**config.mk**
```make
export PLATFORM = sky130hd
export DESIGN_NAME = dma_status_monitor
export DESIGN_NICKNAME = d
export VERILOG_FILES = /design/src/hw/dma_status_pkg.sv /design/src/hw/chan_event_if.sv /design/src/hw/chan_flags.sv /design/src/hw/dma_status_monitor.sv
export SDC_FILE = /design/constraint.sdc
export NUM_CORES = 1
export LEC_CHECK = 0
export BUFFER_PORTS_ARGS = -buffer_cell sky130_fd_sc_hd__buf_2
export CAP_MARGIN = 20
export CORE_ASPECT_RATIO = 0.9
export CORE_MARGIN = 1.5
export CORE_UTILIZATION = 25
export DETAILED_ROUTE_END_ITERATION = 8
export PLACE_DENSITY = 0.5
export SLEW_MARGIN = 5
export SYNTH_ARGS = -nofsm -noshare
export SYNTH_HDL_FRONTEND = slang
export SYNTH_SLANG_ARGS = --single-unit
```
**constraint.sdc**
```tcl
create_clock -name sys_clk -period 1.1 [get_ports sys_clk]
set_input_delay 0.275 -clock sys_clk [delete_from_list [all_inputs] [get_ports sys_clk]]
set_output_delay 0.275 -clock sys_clk [all_outputs]
set_load 0.01 [all_outputs]
```
**src/hw/dma_status_pkg.sv**
```systemverilog
package dma_status_pkg;

    localparam int          NUM_CHANNELS    = 8;
    localparam int          ADDR_W          = 3;
    localparam int          DATA_W          = 16;

    // register offsets
    localparam logic [2:0]  COLLISION_OFF   = 3'h0;
    localparam logic [2:0]  ACTIVITY_OFF    = 3'h1;
    localparam logic [2:0]  RECENT_ADDR_OFF = 3'h2;
    localparam logic [2:0]  INT_STATUS_OFF  = 3'h3;
    localparam logic [2:0]  INT_MASK_OFF    = 3'h4;
    localparam logic [2:0]  MODE_OFF        = 3'h5;

    // field positions
    localparam int          PERIPH_COL_LSB  = 8;
    localparam int          RAM_COL_LSB     = 0;
    localparam int          LAST_CH_LSB     = 8;
    localparam int          PINGPONG_LSB    = 0;

    // reset values
    localparam logic [3:0]  LAST_CH_NONE    = 4'hf;
    localparam logic [15:0] COLLISION_RST   = 16'h0000;
    localparam logic [7:0]  PINGPONG_RST    = 8'h00;
    localparam logic [15:0] RECENT_ADDR_RST = 16'h0000;
    localparam logic [15:0] INT_MASK_RST    = 16'h0000;

    // interrupt status bits
    localparam int          INT_PCOL_BIT    = 0;
    localparam int          INT_RCOL_BIT    = 1;
    localparam int          INT_DONE_BIT    = 2;
    localparam int          INT_BITS        = 3;

    // two-bit operating mode encodings
    localparam logic [1:0]  MODE_CONT       = 2'h0;
    localparam logic [1:0]  MODE_ONESHOT    = 2'h1;
    localparam logic [1:0]  MODE_PP_CONT    = 2'h2;
    localparam logic [1:0]  MODE_PP_ONESHOT = 2'h3;

    typedef enum logic [1:0] {
        OP_CONT,
        OP_ONESHOT,
        OP_PP_CONT,
        OP_PP_ONESHOT
    } op_mode_e;

endpackage

```
**src/hw/chan_event_if.sv**
```systemverilog
interface chan_event_if #(parameter int N = 8);
    logic [N-1:0] periph_col;
    logic [N-1:0] ram_col;
    logic [N-1:0] block_done;
    logic [N-1:0] pp_enable;
    logic [N-1:0] clear_periph;
    logic [N-1:0] clear_ram;
    logic [N-1:0] periph_flag;
    logic [N-1:0] ram_flag;
    logic [N-1:0] pingpong;
    modport tracker (
        input  periph_col, ram_col, block_done, pp_enable, clear_periph, clear_ram,
        output periph_flag, ram_flag, pingpong
    );
    modport owner (
        output periph_col, ram_col, block_done, pp_enable, clear_periph, clear_ram,
        input  periph_flag, ram_flag, pingpong
    );
endinterface

```
**src/hw/chan_flags.sv**
```systemverilog
module chan_flags
    import dma_status_pkg::*;
#(
    parameter int N = NUM_CHANNELS
)
(
    // clock and reset
    input  wire logic   sys_clk,
    input  wire logic   resetn,
    input  wire logic   clk_en,
    // per-channel events
    chan_event_if.tracker ev
);
    genvar ch;
    generate
        for (ch = 0; ch < N; ch++)
        begin : g_ch
            // set wins over a clear in the same cycle
            wire next_pcol = ev.periph_col[ch] | (ev.periph_flag[ch] & ~ev.clear_periph[ch]);
            wire next_rcol = ev.ram_col[ch] | (ev.ram_flag[ch] & ~ev.clear_ram[ch]);
            wire next_pp   = ev.pp_enable[ch] & ev.block_done[ch];

            always_ff @(posedge sys_clk or negedge resetn)
            begin
                if (!resetn)
                begin
                    ev.periph_flag[ch] <= 1'b0;
                    ev.ram_flag[ch]    <= 1'b0;
                    ev.pingpong[ch]    <= 1'b0;
                end
                else if (clk_en)
                begin
                    ev.periph_flag[ch] <= next_pcol;
                    ev.ram_flag[ch]    <= next_rcol;
                    if (next_pp)
                        ev.pingpong[ch] <= ~ev.pingpong[ch];
                end
            end

            pp_toggle_a: assert property (@(posedge sys_clk) disable iff (!resetn)
                clk_en && ev.pp_enable[ch] && ev.block_done[ch]
                |=> ev.pingpong[ch] != $past(ev.pingpong[ch]))
                else $error("ping-pong flag did not toggle on block done");
            col_set_a: assert property (@(posedge sys_clk) disable iff (!resetn)
                clk_en && ev.periph_col[ch] |=> ev.periph_flag[ch])
                else $error("peripheral collision flag not set");
        end
    endgenerate
endmodule

```
**src/hw/dma_status_monitor.sv**
```systemverilog
module dma_status_monitor
    import dma_status_pkg::*;
#(
    parameter int N = NUM_CHANNELS
)
(
    // clock and reset
    input  wire logic                        sys_clk,
    input  wire logic                        resetn,
    input  wire logic                        clk_en,
    // register port
    input  wire logic [dma_status_pkg::ADDR_W-1:0] reg_addr,
    input  wire logic [dma_status_pkg::DATA_W-1:0] reg_wdata,
    input  wire logic                        reg_wr,
    input  wire logic                        reg_rd,
    output logic      [dma_status_pkg::DATA_W-1:0] reg_rdata,
    // channel engine events
    input  wire logic [N-1:0]                periph_collision,
    input  wire logic [N-1:0]                ram_collision,
    input  wire logic [N-1:0]                xfer_done,
    input  wire logic [N-1:0]                block_done,
    input  wire logic                        ram_access,
    input  wire logic [15:0]                 ram_access_addr,
    // per-channel buffer select and interrupt
    output logic      [N-1:0]                use_secondary_buffer,
    output logic                             irq
);
    import dma_status_pkg::*;

    chan_event_if #(.N(N)) ev ();

    logic [3:0]          last_active_channel;
    logic [15:0]         recent_ram_address;
    logic [INT_BITS-1:0] int_status;
    logic [INT_BITS-1:0] int_mask;
    logic [2*N-1:0]      chan_mode;

    // register decode
    wire wr_collision = reg_wr && reg_addr == COLLISION_OFF;
    wire wr_int_stat  = reg_wr && reg_addr == INT_STATUS_OFF;
    wire wr_int_mask  = reg_wr && reg_addr == INT_MASK_OFF;
    wire wr_mode      = reg_wr && reg_addr == MODE_OFF;

    // zero written clears, one keeps
    assign ev.clear_periph = {N{wr_collision}} & ~reg_wdata[PERIPH_COL_LSB +: N];
    assign ev.clear_ram    = {N{wr_collision}} & ~reg_wdata[RAM_COL_LSB +: N];
    assign ev.periph_col   = periph_collision;
    assign ev.ram_col      = ram_collision;
    assign ev.block_done   = block_done;

    genvar ch;
    generate
        for (ch = 0; ch < N; ch++)
        begin : g_mode
            // only the two ping-pong encodings have bit 1 set
            assign ev.pp_enable[ch] = chan_mode[2*ch+1];
        end
    endgenerate

    chan_flags #(
        .N (N)
    ) chan_flags_i (
        .sys_clk (sys_clk),
        .resetn  (resetn),
        .clk_en  (clk_en),
        .ev      (ev)
    );

    assign use_secondary_buffer = ev.pingpong;

    // lowest-numbered completing channel wins when several finish together
    logic [3:0] done_channel;
    always_comb
    begin
        done_channel = LAST_CH_NONE;
        for (int i = N - 1; i >= 0; i--)
        begin
            if (xfer_done[i])
                done_channel = 4'(i);
        end
    end
    wire any_done = |xfer_done;

    always_ff @(posedge sys_clk or negedge resetn)
    begin
        if (!resetn)
        begin
            last_active_channel <= LAST_CH_NONE;
            recent_ram_address  <= RECENT_ADDR_RST;
        end
        else if (clk_en)
        begin
            if (any_done)
                last_active_channel <= done_channel;
            if (ram_access)
                recent_ram_address <= ram_access_addr;
        end
    end

    // interrupt events
    wire [INT_BITS-1:0] int_event = {any_done, |ram_collision, |periph_collision};
    wire [INT_BITS-1:0] next_int_status =
        int_event | (int_status & ~({INT_BITS{wr_int_stat}} & reg_wdata[INT_BITS-1:0]));

    always_ff @(posedge sys_clk or negedge resetn)
    begin
        if (!resetn)
        begin
            int_status <= '0;
            int_mask   <= INT_MASK_RST[INT_BITS-1:0];
            chan_mode  <= '0;
        end
        else if (clk_en)
        begin
            int_status <= next_int_status;
            if (wr_int_mask)
                int_mask <= reg_wdata[INT_BITS-1:0];
            if (wr_mode)
                chan_mode <= reg_wdata[2*N-1:0];
        end
    end

    assign irq = |(int_status & int_mask);

    // read mux
    logic [DATA_W-1:0] read_value;
    always_comb
    begin
        read_value = '0;
        case (reg_addr)
            COLLISION_OFF:
                read_value = {ev.periph_flag, ev.ram_flag};
            ACTIVITY_OFF:
                read_value = {4'h0, last_active_channel, ev.pingpong};
            RECENT_ADDR_OFF:
                read_value = recent_ram_address;
            INT_STATUS_OFF:
                read_value = {{(DATA_W-INT_BITS){1'b0}}, int_status};
            INT_MASK_OFF:
                read_value = {{(DATA_W-INT_BITS){1'b0}}, int_mask};
            MODE_OFF:
                read_value = chan_mode;
            default:
                read_value = '0;
        endcase
    end

    always_ff @(posedge sys_clk or negedge resetn)
    begin
        if (!resetn)
            reg_rdata <= '0;
        else if (clk_en)
            reg_rdata <= reg_rd ? read_value : '0;
    end

    last_chan_a: assert property (@(posedge sys_clk) disable iff (!resetn)
        clk_en && xfer_done[0] |=> last_active_channel == 4'h0)
        else $error("last channel not loaded");
    no_reserved_a: assert property (@(posedge sys_clk) disable iff (!resetn)
        last_active_channel <= 4'h7 || last_active_channel == 4'hf)
        else $error("reserved last channel code");
    recent_addr_a: assert property (@(posedge sys_clk) disable iff (!resetn)
        clk_en && ram_access |=> recent_ram_address == $past(ram_access_addr))
        else $error("recent address not captured");
    top_zero_a: assert property (@(posedge sys_clk) disable iff (!resetn)
        clk_en && reg_rd && reg_addr == ACTIVITY_OFF |=> reg_rdata[15:12] == 4'h0)
        else $error("unimplemented bits read nonzero");
    clear_keep_a: assert property (@(posedge sys_clk) disable iff (!resetn)
        clk_en && wr_collision && reg_wdata[8] && ev.periph_flag[0] |=> ev.periph_flag[0])
        else $error("writing one cleared a collision flag");
    clear_zero_a: assert property (@(posedge sys_clk) disable iff (!resetn)
        clk_en && wr_collision && !reg_wdata[0] && !ram_collision[0] |=> !ev.ram_flag[0])
        else $error("writing zero did not clear");
    pp_mode_a: assert property (@(posedge sys_clk) disable iff (!resetn)
        clk_en && !chan_mode[1] |=> $stable(ev.pingpong[0]))
        else $error("ping-pong flag moved outside ping-pong mode");
    irq_level_a: assert property (@(posedge sys_clk) disable iff (!resetn)
        clk_en && int_mask[INT_PCOL_BIT] && |periph_collision |=> irq)
        else $error("unmasked collision raised no interrupt");
    ram_col_a: assert property (@(posedge sys_clk) disable iff (!resetn)
        clk_en && ram_collision[3] |=> ev.ram_flag[3])
        else $error("ram collision flag not set");
    last_hold_a: assert property (@(posedge sys_clk) disable iff (!resetn)
        clk_en && !any_done |=> $stable(last_active_channel))
        else $error("last channel moved without a transfer");
    last_load_a: assert property (@(posedge sys_clk) disable iff (!resetn)
        clk_en && any_done |=> last_active_channel <= 4'h7)
        else $error("transfer left no channel number");
    rdata_idle_a: assert property (@(posedge sys_clk) disable iff (!resetn)
        clk_en && !reg_rd |=> reg_rdata == 16'h0000)
        else $error("read data stood beyond its cycle");
    freeze_hold_a: assert property (@(posedge sys_clk) disable iff (!resetn)
        !clk_en |=> $stable(reg_rdata) && $stable(last_active_channel)
            && $stable(recent_ram_address) && $stable(int_status))
        else $error("state moved while clock enable was low");
    int_set_a: assert property (@(posedge sys_clk) disable iff (!resetn)
        clk_en && |ram_collision |=> int_status[INT_RCOL_BIT])
        else $error("ram collision did not set interrupt status");
    int_clear_a: assert property (@(posedge sys_clk) disable iff (!resetn)
        clk_en && wr_int_stat && reg_wdata[INT_DONE_BIT] && !any_done
        |=> !int_status[INT_DONE_BIT])
        else $error("writing one did not clear interrupt status");

    // per-channel flag behaviour
    generate
        for (ch = 0; ch < N; ch++)
        begin : g_chk
            pcol_hold_a: assert property (@(posedge sys_clk) disable iff (!resetn)
                clk_en && !periph_collision[ch] && !ev.clear_periph[ch]
                |=> ev.periph_flag[ch] == $past(ev.periph_flag[ch]))
                else $error("peripheral collision flag not sticky");
            rcol_hold_a: assert property (@(posedge sys_clk) disable iff (!resetn)
                clk_en && !ram_collision[ch] && !ev.clear_ram[ch]
                |=> ev.ram_flag[ch] == $past(ev.ram_flag[ch]))
                else $error("ram collision flag not sticky");
            pcol_clear_a: assert property (@(posedge sys_clk) disable iff (!resetn)
                clk_en && ev.clear_periph[ch] && !periph_collision[ch]
                |=> !ev.periph_flag[ch])
                else $error("peripheral collision flag not cleared");
            rcol_set_a: assert property (@(posedge sys_clk) disable iff (!resetn)
                clk_en && ram_collision[ch] |=> ev.ram_flag[ch])
                else $error("ram collision flag not set");
            pp_hold_a: assert property (@(posedge sys_clk) disable iff (!resetn)
                clk_en && !(ev.pp_enable[ch] && block_done[ch])
                |=> $stable(ev.pingpong[ch]))
                else $error("ping-pong flag moved without a ping-pong block");
            chan_freeze_a: assert property (@(posedge sys_clk) disable iff (!resetn)
                !clk_en |=> $stable(ev.periph_flag[ch]) && $stable(ev.ram_flag[ch])
                    && $stable(ev.pingpong[ch]))
                else $error("channel flags moved while clock enable was low");
        end
    endgenerate
endmodule

```
-- Word level (Yosys, flattened, before mapping)
Index checks and enable logic that the tools add are counted.
- bits in registers: 82
- bits in latches: 0
- bits in writable memories: 0
- memory bits (read-only): 0
- input bits: 73
- output and inout port bits: 25
- word-level logic and storage cells: 139
- memories: 0
- $add $sub $neg: 0
- $mul: 0
- div/mod/pow operators: 0
- order comparisons: 0
- equality and inequality tests: 5
- shift operators: 0
- muxes and demuxes: 10
- bitwise logic cells: 73
- reduce and logical (&&, ||, !) cells: 21
- operators with widths (cell ; count):
    case mux 16 bit (6 select lines) ; 1
    two-way mux 4 bit ; 8
    AND 1 bit ; 24
    NOT 1 bit ; 24
    AND reduction 2 bit ; 12
    OR reduction 8 bit ; 3
    AND 8 bit ; 2
    two-way mux 16 bit ; 1
    NOT 8 bit ; 2
    bitwise OR 1 bit ; 16
    AND 3 bit ; 3
    == test 3 x 2 -> 1 bit, second input constant ; 2
    == test 3 bit, second input constant ; 2
    logical AND 1 bit ; 4
    == test 3 x 1 -> 1 bit, second input constant ; 1
    zero test 3 bit ; 1
    NOT 3 bit ; 1
    bitwise OR 3 bit ; 1
    OR reduction 3 bit ; 1

-- Longest topological paths before layout
- depth in word-level cells: 8
- mapped depth: 6
- depth with buffers taken out: 4

-- By module
From an unflattened synthesis, not the netlist that was laid out.
- cell total of the unflattened synthesis: 320
- area, all modules: 3854.9 um^2
- modules (own cells, without submodules) (module ; instances ; cells an instance ; area an instance (um^2) ; sequential area each (um^2)):
    dma_status_monitor ; 1 ; 244 ; 2924.1 ; 1456.4
    chan_flags ; 1 ; 76 ; 930.9 ; 600.6

-- Least setup slack after synthesis
Ideal clock, no wire load.
- path kind: in2reg
- start: input port reg_addr[0] in the netlist's numbering
- end: register int_mask[0]
- setup time: 0.125 ns
- arrival time: 1.241 ns
- data required time: 0.975 ns
- setup slack: -0.266 ns
- cell stages on the path: 4
- buffers on the path: 2
- cells stage by stage: buf_4 -> buf_6 -> nor3_1 -> mux2_2
- word-level cells in the longest chain between the ends: 3
- RTL lines (item ; line ; text):
    start, declared ; dma_status_monitor.sv:12 ; input wire logic [dma_status_pkg::ADDR_W-1:0] reg_addr,
    == test 3 bit ; dma_status_monitor.sv:41 ; wire wr_int_mask = reg_wr && reg_addr == INT_MASK_OFF;
    logical AND 1 bit ; dma_status_monitor.sv:41 ;
    AND reduction 2 bit (no line) ; n/a ;
    end signal, assigned ; dma_status_monitor.sv:110 ; int_mask <= INT_MASK_RST[INT_BITS-1:0];
    end signal, assigned ; dma_status_monitor.sv:117 ; int_mask <= reg_wdata[INT_BITS-1:0];
    end, declared ; dma_status_monitor.sv:35 ; logic [INT_BITS-1:0] int_mask;
Every way passes these cells.
A chain may end at the register's enable or synchronous reset.

-- Final worst setup path
- start: register int_status[2]
- end: output port irq
- word-level cells in the longest chain between the ends: 2
- RTL lines (item ; line ; text):
    start, declared ; dma_status_monitor.sv:34 ; logic [INT_BITS-1:0] int_status;
    start signal, assigned ; dma_status_monitor.sv:115 ; int_status <= next_int_status;
    AND 3 bit ; dma_status_monitor.sv:123 ; assign irq = |(int_status & int_mask);
    OR reduction 3 bit ; dma_status_monitor.sv:123 ;
    end, declared ; dma_status_monitor.sv:26 ; output logic irq
Every way passes these cells.

==> metrics.cfg <==
[sta]
max-slew-margin-rel=0.7436
rsz0062_at_grt=true
hold_violations=0
maxSlewViolCount=0
tightest_slew_ns=0.3846
finalCritPeriodShare=1.509
finalClockSkew_ns=0.008588
fmax_mhz=602.4
worst_slack_ns=-0.5600
period_needed_ns=1.660
setup_viol=29

[final_layout]
drive_gt1_frac=0.5684
area_growth_pct=53.96
most-common-layout-cells=buf_4 (82), buf_2 (81), dfrtp_1 (78)
final_common_cell=buf_4
stdcell_count=717
n_antenna_cell=0
final_area_um2=5841
final_nets=587

[floorplanning]
design.die.area_um2=15920
core_um2=14770
io_pins=98
die_w_um=132.9
row_count=42
start_util=0.2569
fp.dieH_um=119.9

[global_route]
grt_pass1_wl_mm=19.44
grt_pass1_vias=3573
grt-ovfl-total=0
antenna_found_initial=0
grt_max_degree=31
grtUsageTotal=0.1623

[setup_path]
cpPeakStageDelay_ns=0.42
criticalPathCategory=register to primary output
setup.worst_path.end_class=primary output
r2r_start=chan_flags_i.ev.pingpong[1]
startpoint_type=register
critPathLaunch=int_status[2]
crit_arrival_ns=1.39
path_cells=a222oi_1, inv_1, buf_2
critPathRequiredTime_ns=0.82
crit_fanout=2
slowest_stage=a222oi_1

[synthesis]
ys_seq_area_frac=0.5422
ys_warn_count=0
syn_inst=326
ys_ff_latch=82
async_flop_share=1.000
syn_nets=399
synth_flop_cell=dfrtp_1
synth-edff-count=0
syn-cell-area_um2=3794
yosysUniqueCellTypes=43
syn_area_per_cell_um2=11.64

[pwr]
p_switching_uw=2611
p_per_area_nw_per_um2=1639
power.share.clock=0.322
ir_drop_uv=773.8
p_seq_frac=0.402
power_frac_comb=0.276
power_uw=9571
intPower_uw=6960
swShare=0.2728
cellLeakagePower_uw=0.002649

[cts]
cts_buffers=9
ctsRootBufferMaster=clkbuf_16
clock-sinks=82
path_clk_slew_ns=0.06
htreeDepth=3
cts_max_path_buffers=2
clkLatencyLatePin_ns=0.35
cts_tree=done

[outcome]
run_status=finished, violations left
violations=negative setup slack

[place]
place.gp.congestion=0.8108
port-buffer-count=97
placed_area_um2=5044
dp_hpwl_mm=9.191
pre_cts_slack_ns=-0.3917
place_inst=665

[route]
drtIter0Drc=149
wire_per_inst_um=17.06
drc_errors=0
routed_wl_mm=12.23
viasPerCell=4.491
dr.pass1.iters=5
via_count=3220
antenna_left=0

[flow_run]
cap_violations=0

[min_path]
timing.hold.worst.start=ram_collision[7]
min_path_type=input pin to register

==> state kept, by name, indices dropped and copies added (netlist names) <==
name and flops:
chan_mode 16, recent_ram_address 16, reg_rdata 16, chan_flags_i.ev.periph_flag 8, chan_flags_i.ev.pingpong 8, chan_flags_i.ev.ram_flag 8
last_active_channel 4, int_mask 3, int_status 3
==> worst max-delay path, delay by kind of cell, from the launching register on <==
family,cells,cell delay [ns]
DFF,1,0.41
buffers and inverters,2,0.21
AOI/OAI and AO/OA,1,0.42
==> layer usage <==
layer,global-route usage,share of wire,vias up
met5,0,0,-
met1,0.2142,0.47,1571
li1,-,-,1551
met2,0.2676,0.48,88
met3,0.03000,0.042,10
met4,0.05632,0.014,0
==> timing repair <==
| action | in CTS | in global routing |
|---|---|---|
| gates resized for setup | 15 | 31 |
| pin swaps | 7 | 17 |
| hold endpoints to repair | 12 | 0 |
| cloned | 2 | 0 |
| setup endpoints to repair | 34 | 72 |
| hold buffers | 1 | 0 |
| setup buffers | 21 | 13 |
==> stage by stage <==
step                TNS (ns)  utilization  hold WS [ns]
global placement      -22.89       0.3416        0.1966
global route          -3.319       0.3955        0.1591
CTS                   -3.155       0.3810        0.1415
finish                -2.296       0.3955        0.1473
floorplan             -5.422            -      -0.02059
detailed placement    -23.40       0.3416        0.1948
==> area by class of cell <==
| type | instances | area (um^2) |
|---|---|---|
| sequential | 82 | 2057 |
| clock buffer | 11 | 242.7 |
| tap | 198 | 247.7 |
| clock inverter | 5 | 63.81 |
| fill | 1474 | 8926 |
| timing repair buffer | 192 | 1405 |
| multi-input combinational | 215 | 1772 |
| inverter | 14 | 52.55 |
==> logic make-up after synthesis <==
logic type / count (synthesis) / synth area share
flip-flops: 82 / 0.5422
buffers and inverters: 30 / 0.03892
AND/OR/NAND/NOR: 84 / 0.1092
XOR/XNOR: 8 / 0.01847
multiplexers: 54 / 0.1577
AO/OA/AOI/OAI: 68 / 0.1336
==> Yosys cell counts, types with 2 or more instances <==
cell,count,area (um^2)
a22oi_1,19,142.6
nor2_1,8,30.03
o21ai_2,10,87.58
buf_2,4,20.02
clkbuf_1,2,7.510
nand3_1,9,45.04
nand2_1,41,153.9
a21oi_1,4,20.02
xnor2_1,8,70.07
or2_2,2,12.51
o221ai_1,6,52.55
inv_1,14,52.55
o22ai_1,11,68.82
mux2i_1,8,80.08
dfstp_2,4,105.1
buf_1,4,15.01
or4_4,2,22.52
nand2b_1,7,43.79
nor3_1,2,10.01
mux2_2,46,518.0
buf_6,2,22.52
nor4_1,4,25.02
a22o_1,2,17.52
buf_4,4,30.03
o21ai_0,8,40.04
dfrtp_1,78,1952
==> power groups by stage <==
stage	clock [uW]	combinational [uW]	sequential, uW
floorplan	0	933	3930
global placement	0	1950	3910
detailed placement	0	1980	3910
CTS	3180	2560	3820
global route	3280	2850	3900
finish	3080	2640	3850
==> path summary, 6_finish.rpt <==
check	endpoint	slack, ns	cells after the start
min reg2reg	last_active_channel[1]	0.49	2
max in group asynchronous	reg_rdata[13]	0.24	3
max reg2reg	reg_rdata[1]	-0.16	5
max	irq	-0.56	3
min	chan_flags_i.ev.ram_flag[7]	0.15	3
min in group asynchronous	chan_mode[2]	0.39	2
(Power assumes the default switching activity.)
